--- config.mk ---
export PLATFORM = sky130hd
export DESIGN_NAME = cmpi_top
export DESIGN_NICKNAME = d
export VERILOG_FILES = /design/src/cmpi_pkg.sv /design/src/cmpi_sync.sv /design/src/cmpi_top.sv
export SDC_FILE = /design/constraint.sdc
export NUM_CORES = 1
export LEC_CHECK = 0
export BUFFER_PORTS_ARGS = -buffer_cell sky130_fd_sc_hd__clkbuf_2
export CORE_MARGIN = 2
export CORE_UTILIZATION = 30
export CTS_CLUSTER_SIZE = 25
export DETAILED_ROUTE_END_ITERATION = 16
export GPL_TIMING_DRIVEN = 0
export PLACE_DENSITY = 0.57
export SETUP_SLACK_MARGIN = 0.05
export SYNTH_ARGS = -nofsm -noshare
export SYNTH_HDL_FRONTEND = slang
export SYNTH_SLANG_ARGS = --single-unit
--- constraint.sdc ---
create_clock -name clk -period 2.9 [get_ports clk]
set_clock_uncertainty 0.15 [all_clocks]
set_input_delay 0.58 -clock clk [delete_from_list [all_inputs] [get_ports clk]]
set_output_delay 0.58 -clock clk [all_outputs]
set_load 0.05 [all_outputs]
--- src/cmpi_pkg.sv ---
// Purpose: Constants and types for the comparator change interrupt block.
// Assumes: One 10 MHz clock, synchronous active-high reset, plain register port.
// Notes: Register offsets are byte indices on an 8-bit data path.
`default_nettype none

package cmpi_pkg;
    localparam logic [2:0] ADDR_CONTROL = 3'h0;
    localparam logic [2:0] ADDR_FLAGS = 3'h1;
    localparam logic [2:0] ADDR_ENABLES = 3'h2;
    localparam logic [2:0] ADDR_IRQ_CONTROL = 3'h3;
    localparam logic [2:0] ADDR_PORT = 3'h4;
    localparam logic [2:0] ADDR_DIRECTION = 3'h5;
    localparam logic [2:0] ADDR_PORT_OUT = 3'h6;

    localparam int RES_LSB = 6;
    localparam int SWITCH_BIT = 3;
    localparam int FLAG_BIT = 0;
    localparam int GIE_BIT = 7;
    localparam int PERIPHERAL_IRQ_ENABLE_BIT = 6;

    localparam logic [7:0] CONTROL_RESET = 8'h00;
    localparam logic [7:0] CONTROL_WMASK = 8'h0f;
    localparam logic [4:0] DIRECTION_RESET = 5'h1f;

    localparam logic [2:0] MODE_RESET = 3'h0;
    localparam logic [2:0] MODE_INTREF = 3'h2;
    localparam logic [2:0] MODE_PIN_OUT = 3'h6;
    localparam logic [2:0] MODE_OFF = 3'h7;

    typedef struct packed {
        logic [2:0] addr;
        logic [7:0] wdata;
        logic wr;
        logic rd;
    } cmpi_bus_s;

    typedef struct packed {
        logic [4:0] out;
        logic [4:0] oe;
    } cmpi_pins_s;

    typedef struct packed {
        logic power_first;
        logic power_second;
        logic intref_to_plus;
        logic switch_sel;
        logic [2:0] mode;
    } cmpi_analog_s;

    // Pins 0..3 are comparator inputs, only 0..2 in mode 110 and 0..1 in mode 101; 3..4 take outputs in mode 110.
    function automatic logic [4:0] analog_mask(input logic [2:0] mode);
        logic [4:0] m;
        m = 5'h00;
        case (mode)
            3'h0: m = 5'h0f;
            3'h7: m = 5'h0f;
            3'h2: m = 5'h0f;
            3'h6: m = 5'h07;
            3'h5: m = 5'h03;
            default: m = 5'h0f;
        endcase
        return m;
    endfunction
endpackage

`default_nettype wire

--- src/cmpi_sync.sv ---
// Purpose: Two-flop synchroniser for the comparator result bits.
// Assumes: Inputs are asynchronous to clk.
// Notes: Only the second stage is visible outside.
`default_nettype none

module cmpi_sync (
    input wire logic clk,
    input wire logic srst,
    input wire logic [1:0] async_in,
    output logic [1:0] sync_out
);
    logic [1:0] stage1_reg;

    always_ff @(posedge clk) begin
        if (srst) begin
            stage1_reg <= 2'h0;
            sync_out <= 2'h0;
        end else begin
            stage1_reg <= async_in;
            sync_out <= stage1_reg;
        end
    end
endmodule

`default_nettype wire

--- src/cmpi_top.sv ---
// Purpose: Control side of a dual comparator with a change interrupt.
// Assumes: Analog results arrive asynchronously; pins are synchronised here.
// Notes: The raw pin path in mode 110 deliberately bypasses the clock.
//
// The placing of the registers and the strobed register port were chosen for this implementation.
`default_nettype none

module cmpi_top (
    input wire logic clk,
    input wire logic srst,
    input wire cmpi_pkg::cmpi_bus_s bus,
    output logic [7:0] rdata,
    input wire logic [1:0] compare_raw,
    input wire logic [4:0] pin_in,
    input wire logic sleeping,
    output logic [4:0] pin_out,
    output logic [4:0] pin_oe,
    output cmpi_pkg::cmpi_analog_s analog,
    output logic irq,
    output logic wake
);
    logic [1:0] result_sync;
    logic [4:0] pin_s1_reg;
    logic [4:0] pin_s2_reg;
    logic [3:0] control_reg;
    logic [1:0] latched_reg;
    logic flag_reg;
    logic enable_reg;
    logic [1:0] global_reg;
    logic [4:0] direction_reg;
    logic [4:0] port_reg;
    logic ctrl_access;
    logic mismatch;
    logic [2:0] mode;
    logic [7:0] rdata_next;

    cmpi_sync u_sync (
        .clk(clk),
        .srst(srst),
        .async_in(compare_raw),
        .sync_out(result_sync)
    );

    assign mode = control_reg[2:0];
    assign ctrl_access = (bus.wr || bus.rd) && bus.addr == cmpi_pkg::ADDR_CONTROL;
    assign mismatch = result_sync != latched_reg;

    always_ff @(posedge clk) begin
        if (srst) begin
            pin_s1_reg <= 5'h00;
            pin_s2_reg <= 5'h00;
        end else begin
            pin_s1_reg <= pin_in;
            pin_s2_reg <= pin_s1_reg;
        end
    end

    // Control bits; sleep has no path here, so waking leaves them as they were.
    always_ff @(posedge clk) begin
        if (srst) begin
            control_reg <= cmpi_pkg::CONTROL_RESET[3:0];
        end else if (bus.wr && bus.addr == cmpi_pkg::ADDR_CONTROL) begin
            control_reg <= bus.wdata[3:0] & cmpi_pkg::CONTROL_WMASK[3:0];
        end
    end

    always_ff @(posedge clk) begin
        if (srst) begin
            latched_reg <= 2'h0;
        end else if (ctrl_access) begin
            latched_reg <= result_sync;
        end
    end

    // Set by mismatch or a write of one; a clear loses to a set in the same cycle.
    always_ff @(posedge clk) begin
        if (srst) begin
            flag_reg <= 1'b0;
        end else if (mismatch && !ctrl_access) begin
            flag_reg <= 1'b1;
        end else if (bus.wr && bus.addr == cmpi_pkg::ADDR_FLAGS) begin
            if (bus.wdata[cmpi_pkg::FLAG_BIT]) begin
                flag_reg <= 1'b1;
            end else begin
                flag_reg <= 1'b0;
            end
        end
    end

    always_ff @(posedge clk) begin
        if (srst) begin
            enable_reg <= 1'b0;
        end else if (bus.wr && bus.addr == cmpi_pkg::ADDR_ENABLES) begin
            enable_reg <= bus.wdata[cmpi_pkg::FLAG_BIT];
        end
    end

    always_ff @(posedge clk) begin
        if (srst) begin
            global_reg <= 2'h0;
        end else if (bus.wr && bus.addr == cmpi_pkg::ADDR_IRQ_CONTROL) begin
            global_reg <= {bus.wdata[cmpi_pkg::GIE_BIT], bus.wdata[cmpi_pkg::PERIPHERAL_IRQ_ENABLE_BIT]};
        end
    end

    always_ff @(posedge clk) begin
        if (srst) begin
            direction_reg <= cmpi_pkg::DIRECTION_RESET;
        end else if (bus.wr && bus.addr == cmpi_pkg::ADDR_DIRECTION) begin
            direction_reg <= bus.wdata[4:0];
        end
    end

    always_ff @(posedge clk) begin
        if (srst) begin
            port_reg <= 5'h00;
        end else if (bus.wr && bus.addr == cmpi_pkg::ADDR_PORT_OUT) begin
            port_reg <= bus.wdata[4:0];
        end
    end

    always_comb begin
        rdata_next = 8'h00;
        if (bus.addr == cmpi_pkg::ADDR_CONTROL) begin
            rdata_next = {result_sync, 2'h0, control_reg};
        end else if (bus.addr == cmpi_pkg::ADDR_FLAGS) begin
            rdata_next = {7'h00, flag_reg};
        end else if (bus.addr == cmpi_pkg::ADDR_ENABLES) begin
            rdata_next = {7'h00, enable_reg};
        end else if (bus.addr == cmpi_pkg::ADDR_IRQ_CONTROL) begin
            rdata_next = {global_reg, 6'h00};
        end else if (bus.addr == cmpi_pkg::ADDR_PORT) begin
            rdata_next = {3'h0, pin_s2_reg & ~cmpi_pkg::analog_mask(mode)};
        end else if (bus.addr == cmpi_pkg::ADDR_DIRECTION) begin
            rdata_next = {3'h0, direction_reg};
        end else if (bus.addr == cmpi_pkg::ADDR_PORT_OUT) begin
            rdata_next = {3'h0, port_reg};
        end
    end

    always_ff @(posedge clk) begin
        if (srst) begin
            rdata <= 8'h00;
        end else if (bus.rd) begin
            rdata <= rdata_next;
        end else begin
            rdata <= 8'h00;
        end
    end

    always_ff @(posedge clk) begin
        if (srst) begin
            irq <= 1'b0;
            wake <= 1'b0;
        end else begin
            irq <= flag_reg && enable_reg && global_reg[0] && global_reg[1];
            wake <= sleeping && flag_reg && enable_reg;
        end
    end

    // Port drivers are registered; in mode 110 the raw results replace pins 3 and 4 at the pad.
    always_ff @(posedge clk) begin
        if (srst) begin
            pin_out <= 5'h00;
            pin_oe <= 5'h00;
        end else begin
            pin_out <= port_reg;
            pin_oe <= ~direction_reg;
        end
    end

    always_ff @(posedge clk) begin
        if (srst) begin
            analog <= '0;
        end else begin
            analog.power_first <= mode != cmpi_pkg::MODE_OFF && mode != cmpi_pkg::MODE_RESET;
            analog.power_second <= mode != cmpi_pkg::MODE_OFF && mode != cmpi_pkg::MODE_RESET;
            analog.intref_to_plus <= mode == cmpi_pkg::MODE_INTREF;
            analog.switch_sel <= control_reg[cmpi_pkg::SWITCH_BIT];
            analog.mode <= mode;
        end
    end
endmodule

`default_nettype wire

== Word-level counts from Yosys, hierarchy flattened ==
Index checks and enable logic that the tools add are counted.

* Equal/unequal tests: 11
* Mux-type cells: 16
* Bitwise logic cells: 4
* Reductions and logical operators: 22

{| class="wikitable"
|+ Operator list
! cell !! count
|-
| two-way mux 5 bit || 8
|-
| two-way mux 8 bit || 4
|-
| equality test 3 bit, second input constant || 5
|-
| logical AND 1 bit || 14
|-
| NOT 5 bit || 2
|-
| equality test 3 x 2 -> 1 bit, second input constant || 3
|-
| one-hot mux 4 bit (2 select lines) || 1
|-
| OR reduction 8 bit || 1
|-
| OR reduction 6 bit || 1
|-
| bitwise AND 5 bit || 1
|-
| equality test 3 x 1 -> 1 bit, second input constant || 1
|-
| logical NOT 3 bit || 1
|-
| two-way mux 1 bit || 3
|-
| inequality test 3 bit, second input constant || 1
|-
| nonzero test 3 bit || 1
|-
| inequality test 2 bit || 1
|-
| nonzero test 2 bit || 1
|-
| OR reduction 2 bit || 1
|-
| logical NOT 1 bit || 1
|-
| logical OR 1 bit || 1
|-
| NOT 1 bit || 1
|}

* Register bits after elaboration: 60
* Input port bits: 23
* Output and inout bits: 27
* Word-level logic and storage cells: 75

== Longest topological paths before layout ==
Gate-level depths: netlist of run 1.

* Depth in word-level cells: 14
* Gate-level depth with buffers: 5
* Mapped depth without buffers: 3

== By module ==
Synthesis of run 1 repeated with hierarchy kept, for this count alone.

* Cells, all modules: 205
* Area total of the unflattened synthesis: 2029.4 sq um

{| class="wikitable"
|+ Modules (own cells, without submodules)
! module !! instances !! cells an instance !! area each (sq um) !! seq. area each (sq um)
|-
| cmpi_top || 1 || 197 || 1924.3 || 1021.0
|-
| cmpi_sync || 1 || 8 || 105.1 || 80.1
|}

== Least setup slack after synthesis of run 1 ==
No wires, ideal clock.

* Path type: input -> register
* From: input port bus[11] (netlist name)
* To: register flag_reg
* Setup time: 0.074 ns
* Arrival: 1.432 ns
* Data required time: 2.676 ns
* Slack: 1.244 ns
* Stages: 4
* Path buffers: 1
* Cell sequence: buf_4 or2_4 or3_1 a31oi_1

* Word-level cells in the longest chain between the ends: 5
* Elaborated cells between the ends (all ways): 8
* Those cells by class: eq/ne: 1; mux: 1; reduce/logical: 6

{| class="wikitable"
|+ Ends and longest elaborated chain
! what !! RTL line !! text
|-
| from (decl) || cmpi_top.sv:11 || <nowiki>input wire cmpi_pkg::cmpi_bus_s bus,</nowiki>
|-
| logical NOT 3 bit || cmpi_top.sv:45 || <nowiki>assign ctrl_access = (bus.wr || bus.rd) && bus.addr == cmpi_pkg::ADDR_CONTROL;</nowiki>
|-
| logical AND 1 bit || cmpi_top.sv:45 ||
|-
| logical NOT 1 bit || cmpi_top.sv:79 || <nowiki>end else if (mismatch && !ctrl_access) begin</nowiki>
|-
| logical AND 1 bit || cmpi_top.sv:79 ||
|-
| two-way mux 1 bit or nonzero test 2 bit (tied branches) || n/a ||
|-
| to (signal assigned) || cmpi_top.sv:78 || <nowiki>flag_reg <= 1'b0;</nowiki>
|-
| to (signal assigned) || cmpi_top.sv:80 || <nowiki>flag_reg <= 1'b1;</nowiki>
|-
| to (signal assigned) || cmpi_top.sv:83 || <nowiki>flag_reg <= 1'b1;</nowiki>
|-
| to (decl) || cmpi_top.sv:27 || <nowiki>logic flag_reg;</nowiki>
|}

Several ways; a longest one is shown, not always the timed one.
A chain may end at the register's enable or synchronous reset.

==> results.cfg, run 1 <==
[run_status]
outcome = finished, final reports clean

[floorplan]
die_h_um = 86.35
core_area_mm2 = 0.006681
start_util_pct = 30.45
die_area_mm2 = 0.007456
io-pin-count = 50
fp-row-count = 30
die_x_um = 86.35

[cts]
cts.sinks = 55
cts_root_buf = clkbuf_8
cts_tree = done
clkTransAtPathRegs_ps = 100
htreeDepth = 2
hold_buffers = 0
cts_setup_buffers = 0
ctsResizeCount = 0
cts_buffers = 5
clk_latency_ps = 310
clockBufferDepth = 2

[worst_setup_path]
cp.arrival_ps = 1020
r2r_cells = 4
rrSetupSlack_ps = 1430
worstSetupPathType = reg -> out
crit_path_end_kind = output pin
path_max_fanout = 2
required_ps = 2170
start_kind = flop

[logic_synthesis]
avgSynthCellArea_um2 = 10.07
synth_compound_area_share_pct = 8.733
synth_xor_area_share_pct = 1.292
ys_seq_area_share_pct = 54.12
yosysWarningCount = 0
synthAdderAreaFrac_pct = 0
synthCells = 202
synth.distinct_cells = 38
synth_area_mm2 = 0.002034
synth_nets = 225
synth-simple-area-share_pct = 23.55
ys_ff_latch = 55
synthFlopType = dfxtp_1
synthMuxAreaShare_pct = 6.950
synth_edf_count = 0
async_flop_share_pct = 0
synth_top_family_by_area = simple AND/OR/NAND/NOR gates

[sta]
max_slew_margin_pct = 64.50
holdWs_ps = 284.8
fin_crit_ps = 1748
rsz0062_at_grt = no
drv_slew = 0
worst_slew_pin_slew_ps = 532.6
hold_viol_final = 0
tns_ps = 0
finalSetupViolations = 0
period_share_pct = 60.28
fmax_mhz = 572.0

[power]
power_density_mw_per_mm2 = 553.7
p_sw_w = 0.0003494
p_comb_share_pct = 9.3
p_seq_share_pct = 58.2
p_sw_share_pct = 25.90
vdd_ir_drop_max_mv = 0.1657
p_int_w = 0.0009994
finalPower_w = 0.001349
leakage_nw = 1.108
clockPowerShare_pct = 32.6

[drt]
first_pass_iters = 4
drc = 0
wl_per_cell_um = 13.13
antenna_left = 0
drt_iter0_markers = 79
vias = 1528
wl_mm = 4.347
drt-vias-per-instance = 4.616

[final_layout]
post-route-cell-area_mm2 = 0.002436
drive_above_1_share_pct = 24.70
largest_registers = rdata (7), analog (6)
final_cell_count_no_fill = 331
nFillCells = 731
final_nets = 273
largest_reg_flops = 7
num_antenna_cells = 0
syn_to_final_growth_pct = 19.74
largest_register = rdata

[global_route]
antenna_found_initial = 0
first_global_vias = 1492
overflow = 0
grt_usage_pct = 12.55
grt_max_degree = 20
grt_pass1_wl_mm = 7.169

[place]
placed_cell_area_mm2 = 0.002340
dp_hpwl_mm = 3.331
gp_congestion = 0.8672
io_buffers = 41
place_inst = 323

[worst_hold_path]
min_path_cells = 1
min_path_type = reg -> reg

[job]
maxCapViolCount = 0
==> logic make-up after synthesis <==
family / count (synthesis)
AO/OA/AOI/OAI: 26
XOR/XNOR: 3
buffers and inverters: 22
flip-flops: 55
multiplexers: 14
other: 1
AND/OR/NAND/NOR: 81
==> through the flow <==
| step | setup WS (ps) | utilization, % |
|---|---|---|
| 2_1_floorplan | 1244 | - |
| 3_3_place_gp | 1007 | 35.02 |
| 3_5_place_dp | 995.2 | 35.02 |
| 4_1_cts | 1137 | 36.46 |
| 5_1_grt | 1107 | 36.46 |
| 6_report | 1152 | 36.46 |
==> metal layers <==
| layer | share of wire [%] | GRT usage, % |
|---|---|---|
| met1 | 48 | 16.07 |
| met2 | 45 | 18.95 |
| met3 | 4.6 | 4.095 |
| met4 | 2.8 | 6.250 |
| met5 | 0 | 0 |
==> synthesized netlist by cell type (3+ instances only) <==
cell type	n	area share, %
a21oi_1	6	1.5
nand2_1	5	0.92
clkbuf_1	6	1.1
nor2b_1	21	6.5
o21ai_0	5	1.2
buf_2	3	0.74
dfxtp_1	55	54
a211o_1	5	2.2
nand3_1	3	0.74
and3_1	4	1.2
inv_1	7	1.3
nor3_1	8	2.0
xor2_1	3	1.3
buf_4	3	1.1
mux2i_1	13	6.4
nor2_1	24	4.4
and3b_1	5	2.2
==> layout make-up <==
cell class | count | area (µm²) | area share (%)
Timing Repair Buffer | 41 | 205.2 | 8.423
Sequential cell | 55 | 1101 | 45.20
Clock inverter | 3 | 27.53 | 1.130
Buffer | 15 | 78.83 | 3.236
Inverter | 7 | 26.28 | 1.079
Clock buffer | 5 | 68.82 | 2.825
Tap cell | 80 | 100.1 | 4.109
Multi-Input combinational cell | 125 | 828.3 | 34.00
==> layout by cell type, fill, tap and decap left out, types with 3 or more instances in the layout <==
| cell type | n |
|---|---|
| buf_4 | 3 |
| buf_2 | 3 |
| nor2_1 | 24 |
| o21ai_0 | 5 |
| dfxtp_1 | 55 |
| a211o_1 | 5 |
| a21oi_1 | 6 |
| clkbuf_2 | 41 |
| inv_1 | 7 |
| nor2b_1 | 21 |
| mux2i_1 | 13 |
| nor3_1 | 8 |
| nand3_1 | 3 |
| and3b_1 | 5 |
| clkbuf_1 | 6 |
| clkbuf_8 | 5 |
| nand2_1 | 5 |
| and3_1 | 4 |
| xor2_1 | 3 |
==> final timing paths <==
| kind | start | endpoint |
|---|---|---|
| max | analog[5]$_SDFF_PP0_ | analog[6] |
| min | pin_s1_reg[3]$_SDFF_PP0_ | pin_s2_reg[3]$_SDFF_PP0_ |
| max reg2reg | control_reg[0]$_SDFFE_PP0P_ | rdata[0]$_SDFF_PP0_ |
| min reg2reg | pin_s1_reg[3]$_SDFF_PP0_ | pin_s2_reg[3]$_SDFF_PP0_ |
==> critical path, cell delays in order (launching register included) <==
cell and delay, ps:
dfxtp_1 350, buf_4 110, clkbuf_2 260
==> power by group through the flow <==
| stage | Combinational, W | Sequential, W | Clock, W |
|---|---|---|---|
| after global routing | 0.000137 | 0.000787 | 0.000491 |
| after floorplan | 0.0000718 | 0.000818 | 0 |
| after global placement | 0.000124 | 0.000802 | 0 |
| final | 0.000125 | 0.000785 | 0.000439 |
| after detailed placement | 0.000125 | 0.000802 | 0 |
| after CTS | 0.000126 | 0.000785 | 0.000458 |
No activity file was read; power rests on OpenSTA's default activity.
==> run 2: changes to the inputs <==
ABC_AREA = 1   (was unset)
clock period = 1.75 ns   (was 2.9 ns; I/O delays follow)
==> results.cfg, run 2 <==
[cts]
cts_buffers = 5
hold_buffers = 0
cts_root_buf = clkbuf_8
clockBufferDepth = 2
cts_setup_buffers = 0
cts.sinks = 55
cts_tree = done
htreeDepth = 2
clk_latency_ps = 310
ctsResizeCount = 0
clkTransAtPathRegs_ps = 100

[floorplan]
fp-row-count = 29
core_area_mm2 = 0.006459
die_area_mm2 = 0.007430
die_h_um = 86.20
die_x_um = 86.20
start_util_pct = 31.38
io-pin-count = 50

[worst_setup_path]
required_ps = 1250
crit_chain = buf_4 > clkbuf_2
critPathMaxStageDelay_ps = 340
path_max_fanout = 2
cp_slowest_cell = dfxtp_1
cp.arrival_ps = 1000
crit_path_end_kind = output pin
path_buf_inv = 2
crit_family = buffers and inverters
worstSetupPathType = reg -> out
rrSetupSlack_ps = 620
start_kind = flop

[final_layout]
largest_reg_flops = 7
final_common_cell = dfxtp_1
num_antenna_cells = 0
syn_to_final_growth_pct = 21.17
final_nets = 328
fin_util_pct = 38.03
largest_register = rdata
drive_above_1_share_pct = 23.53
mostFrequentLayoutCells = 55 x dfxtp_1, 48 x nand2_1, 44 x clkbuf_2
nFillCells = 695
largest_registers = rdata (7), analog (6)

[logic_synthesis]
synth_compound_area_share_pct = 7.407
async_flop_share_pct = 0
synth-simple-area-share_pct = 28.15
ys_seq_area_share_pct = 54.32
yosysMostFrequentCell = dfxtp_1
synthFlopType = dfxtp_1
synthAdderAreaFrac_pct = 0
synthTopCellsByArea = dfxtp_1 54%, nand2_1 8.9%, nor2_1 7.0%, inv_1 5.7%, nand3_1 5.7%
synth_edf_count = 0
synth_top_family_by_area = simple AND/OR/NAND/NOR gates
yosysWarningCount = 0
synth_xor_area_share_pct = 0.8642
yosysTopAreaCell = dfxtp_1
synth_area_mm2 = 0.002027
synthCells = 255
avgSynthCellArea_um2 = 7.949
synthMuxAreaShare_pct = 0
ys_ff_latch = 55
synth.distinct_cells = 27
synth_nets = 278
synth_top_area_share_pct = 54.32
synth_common_cells = 55 x dfxtp_1, 48 x nand2_1, 38 x nor2_1, 31 x inv_1, 23 x nand3_1

[worst_hold_path]
min_path_type = in -> reg

[sta]
period_share_pct = 85.86
max_slew_margin_pct = 62.07
tns_ps = 0
worst_slew_pin_slew_ps = 568.9
fmax_mhz = 665.5
drv_slew = 0
worst_slack_ps = 247.4
finalSetupViolations = 0
rsz0062_at_grt = no
fin_crit_ps = 1503
hold_viol_final = 0

[place]
gp_congestion = 0.8868
dp_hpwl_mm = 3.412
dp_slack_ps = 209.5
io_buffers = 43

[drt]
drc = 0
drt_iter0_markers = 131
vias = 1707
wl_per_cell_um = 11.62
drt-vias-per-instance = 4.457
first_pass_iters = 5
antenna_left = 0
wl_mm = 4.451

[global_route]
grt_usage_pct = 12.60
overflow = 0
first_global_vias = 1533
antenna_found_initial = 0
grt_max_degree = 17
grt_pass1_wl_mm = 7.355

[job]
maxCapViolCount = 0

[power]
vdd_ir_drop_max_mv = 0.3636
leakage_nw = 1.143
power_density_mw_per_mm2 = 975.3

[run_status]
outcome = finished, final reports clean
## run 2: per-stage QoR
| step | cells | area (µm²) | hold slack, ps | power, W |
|---|---|---|---|---|
| 2_1_floorplan | 255 | 2027 | 238.3 | 0.001488 |
| 3_3_place_gp | 375 | 2338 | 249.4 | 0.001559 |
| 3_5_place_dp | 375 | 2338 | 245.0 | 0.001560 |
| 4_1_cts | 383 | 2456 | 75.55 | 0.002420 |
| 5_1_grt | 383 | 2456 | 71.21 | 0.002500 |
| 6_report | 383 | 2456 | 76.31 | 0.002395 |
## run 2: final timing paths
path / cells past startpoint / startpoint / endpoint
setup / recovery: 2 / analog[5]$_SDFF_PP0_ / analog[6]
hold / removal: 3 / pin_in[3] / pin_s1_reg[3]$_SDFF_PP0_
setup reg to reg: 6 / control_reg[2]$_SDFFE_PP0P_ / rdata[3]$_SDFF_PP0_
hold reg to reg: 2 / pin_s1_reg[2]$_SDFF_PP0_ / pin_s2_reg[2]$_SDFF_PP0_
## run 2: per-layer routing
| layer | GRT usage (%) | wire [µm] | up-vias |
|---|---|---|---|
| li1 | - | - | 883 |
| met1 | 17.26 | 2133 | 774 |
| met2 | 19.52 | 2041 | 45 |
| met3 | 3.429 | 232 | 5 |
| met4 | 3.693 | 43 | 0 |
| met5 | 0 | 0 | - |
## run 2: cell families (layout without fill, tap and decap cells)
logic type                count (synthesis)  count (layout)
xor gates and xnor gates                  2               2
DFF                                      55              55
other                                     1               1
and+or+nand+nor                         124             124
buffers and inverters                    44              95
AOI/OAI and AO/OA                        29              29
## run 2: area by class of cell
type | instances | area [µm²] | area share [%]
buffer | 9 | 52.55 | 2.140
clock buffer | 6 | 82.58 | 3.362
clock inverter | 2 | 35.03 | 1.426
inverter | 35 | 131.4 | 5.349
multi-input combinational | 156 | 742.0 | 30.21
sequential | 55 | 1101 | 44.83
tap | 77 | 96.34 | 3.923
timing repair buffer | 43 | 215.2 | 8.762
## run 2: where the power goes
group / internal (W) / switching [W] / total, W
Combinational: 0.0000666 / 0.000159 / 0.000225
Sequential: 0.00129 / 0.0000187 / 0.00131
Clock: 0.000463 / 0.000401 / 0.000865
## run 2: worst register-to-register path: cells and delay by family, from the launching register on
kind	cells	cell delay, ps
AO/OA/AOI/OAI	1	170
buffers and inverters	2	140
AND/OR/NAND/NOR	3	250
flip-flops	1	360
==> run 3: changes to the inputs <==
PLACE_DENSITY = 0.59   (was 0.57)
clock period = 1.27 ns   (was 1.75 ns; I/O delays follow)
==> results.cfg, run 3 (synthesis results as in run 2) <==
[floorplan]
io-pin-count = 50
fp-row-count = 29
die_h_um = 86.20
die_x_um = 86.20
die_area_mm2 = 0.007430
core_area_mm2 = 0.006459
start_util_pct = 31.38

[worst_setup_path]
rrSetupSlack_ps = 150
critPathMaxStageDelay_ps = 330
required_ps = 870
start_kind = flop
crit_path_end_kind = output pin
r2r_start = control_reg[2]$_SDFFE_PP0P_
r2r_cells = 6
path_max_fanout = 2
crit_chain = buf_6 > clkbuf_16
cp_slowest_cell = dfxtp_2
worstSetupPathType = reg -> out
rr_endpoint = rdata[3]$_SDFF_PP0_
cp.arrival_ps = 890

[cts]
cts_root_buf = clkbuf_8
clk_latency_ps = 300
clockBufferDepth = 2
htreeDepth = 2
cts_buffers = 5
cts_tree = done
cts.sinks = 55
clkTransAtPathRegs_ps = 90

[sta]
worst_slew_pin_slew_ps = 519.1
finalSetupViolations = 1
hold_viol_final = 0
drv_slew = 0
rsz0062_at_grt = yes
max_slew_margin_pct = 65.40
period_share_pct = 102.3
worst_slack_ps = -28.89
fmax_mhz = 769.9
fin_crit_ps = 1299

[drt]
drc = 0
drt-vias-per-instance = 4.411
antenna_left = 0
wl_met2_mm = 2.001
first_pass_iters = 5
wl_met3_um = 204
vias = 1707
drt_iter0_markers = 66
top_layer = met4
wl_mm = 4.446
drt-met1-wl_mm = 2.165
wl_per_cell_um = 11.49

[job]
maxCapViolCount = 0

[global_route]
grt_usage_pct = 12.57
overflow = 0
grt_max_degree = 17
grt_pass1_wl_mm = 7.458
antenna_found_initial = 0
first_global_vias = 1654

[power]
finalPower_w = 0.003479
power_density_mw_per_mm2 = 1228
vdd_ir_drop_max_mv = 0.5044
p_seq_share_pct = 51.9
p_sw_w = 0.0007815
p_int_w = 0.002697
p_sw_share_pct = 22.47
leakage_nw = 1.253
p_comb_share_pct = 10.2
clockPowerShare_pct = 37.9

[place]
placed_cell_area_mm2 = 0.002340
gp_congestion = 0.9165
dp_slack_ps = -190.6
place_inst = 375
io_buffers = 43
dp_hpwl_mm = 3.359

[final_layout]
final_nets = 332
num_antenna_cells = 0
largest_reg_flops = 7
largest_register = rdata
post-route-cell-area_mm2 = 0.002833
fin_util_pct = 43.86
largest_registers = rdata (7), analog (6)
mostFrequentLayoutCells = 48 x nand2_1, 38 x nor2_1, 34 x dfxtp_1
syn_to_final_growth_pct = 39.75
drive_above_1_share_pct = 29.68
final_common_cell = nand2_1
final_cell_count_no_fill = 387

[worst_hold_path]
min_path_cells = 3
worstHoldEndpoint = pin_s1_reg[4]$_SDFF_PP0_
min_path_type = in -> reg
hp-start = pin_in[4]

[run_status]
violations = negative setup slack
outcome = complete, but fails checks
==> run 3: cell types whose count changed in the layout (fill, tap and decap cells not counted), sizes merged <==
| cell | before | now |
|---|---|---|
| clkinv | 1 | 0 |
| clkbuf | 53 | 33 |
| buf | 5 | 25 |
| bufinv | 1 | 2 |
| dlygate4sd3 | 0 | 4 |
==> run 3: routing by layer <==
layer  up-vias  global-route usage (%)
li1        898                       -
met1       760                   16.81
met2        42                   19.87
met3         7                   2.857
met4         0                   4.688
met5         -                       0
==> run 3: area by class of cell <==
class | count | area (µm²)
clock inverters | 2 | 60.06
well taps | 77 | 96.34
inverters | 35 | 131.4
flip-flops and latches | 55 | 1127
clock buffers | 6 | 72.57
repair buffers | 47 | 546.8
plain buffers | 9 | 56.30
multi-input cells | 156 | 742.0
fillers | 645 | 3626
==> run 3: power groups by stage <==
stage          combinational, W  sequential, W  clock, W
2_1_floorplan          0.000168        0.00188         0
3_3_place_gp           0.000308        0.00184         0
3_5_place_dp           0.000311        0.00184         0
4_1_cts                0.000352        0.00180   0.00135
5_1_grt                0.000389        0.00181   0.00142
6_report               0.000355        0.00181   0.00132
==> run 3: worst max path at each step <==
stage	endpoint	cells after the start	slack, ps	from
2_1_floorplan	global_reg[1]$_SDFFE_PP0P_	7	60	bus[12]
3_3_place_gp	pin_out[3]$_SDFF_PP0_	4	-210	srst
3_5_place_dp	pin_out[3]$_SDFF_PP0_	4	-190	srst
4_1_cts	analog[6]	2	-40	analog[5]$_SDFF_PP0_
5_1_grt	analog[6]	2	-70	analog[5]$_SDFF_PP0_
6_report	analog[6]	2	-30	analog[5]$_SDFF_PP0_
==> run 3: repair_timing <==
item | 4_1_cts | 5_1_grt
endpoints found under the hold margin | 4 | 0
hold buffers | 4 | 0
setup buffers | 0 | 0
pin swaps | 0 | 0
gates resized for setup | 67 | 29
endpoints found under the setup margin | 26 | 25
==> run 3: worst max-delay path, delay by kind of cell, from the launching register on <==
kind	cells	cell delay [ps]
flops	1	330
buf+inv	2	270
==> run 3: metrics by stage <==
stage | TNS, ps | hold slack [ps]
global placement | -5333 | 243.2
floorplan | 0 | 211.0
global route | -102.3 | 5.889
finish | -28.89 | 0.6877
CTS | -46.08 | 1.555
detailed placement | -5518 | 245.7
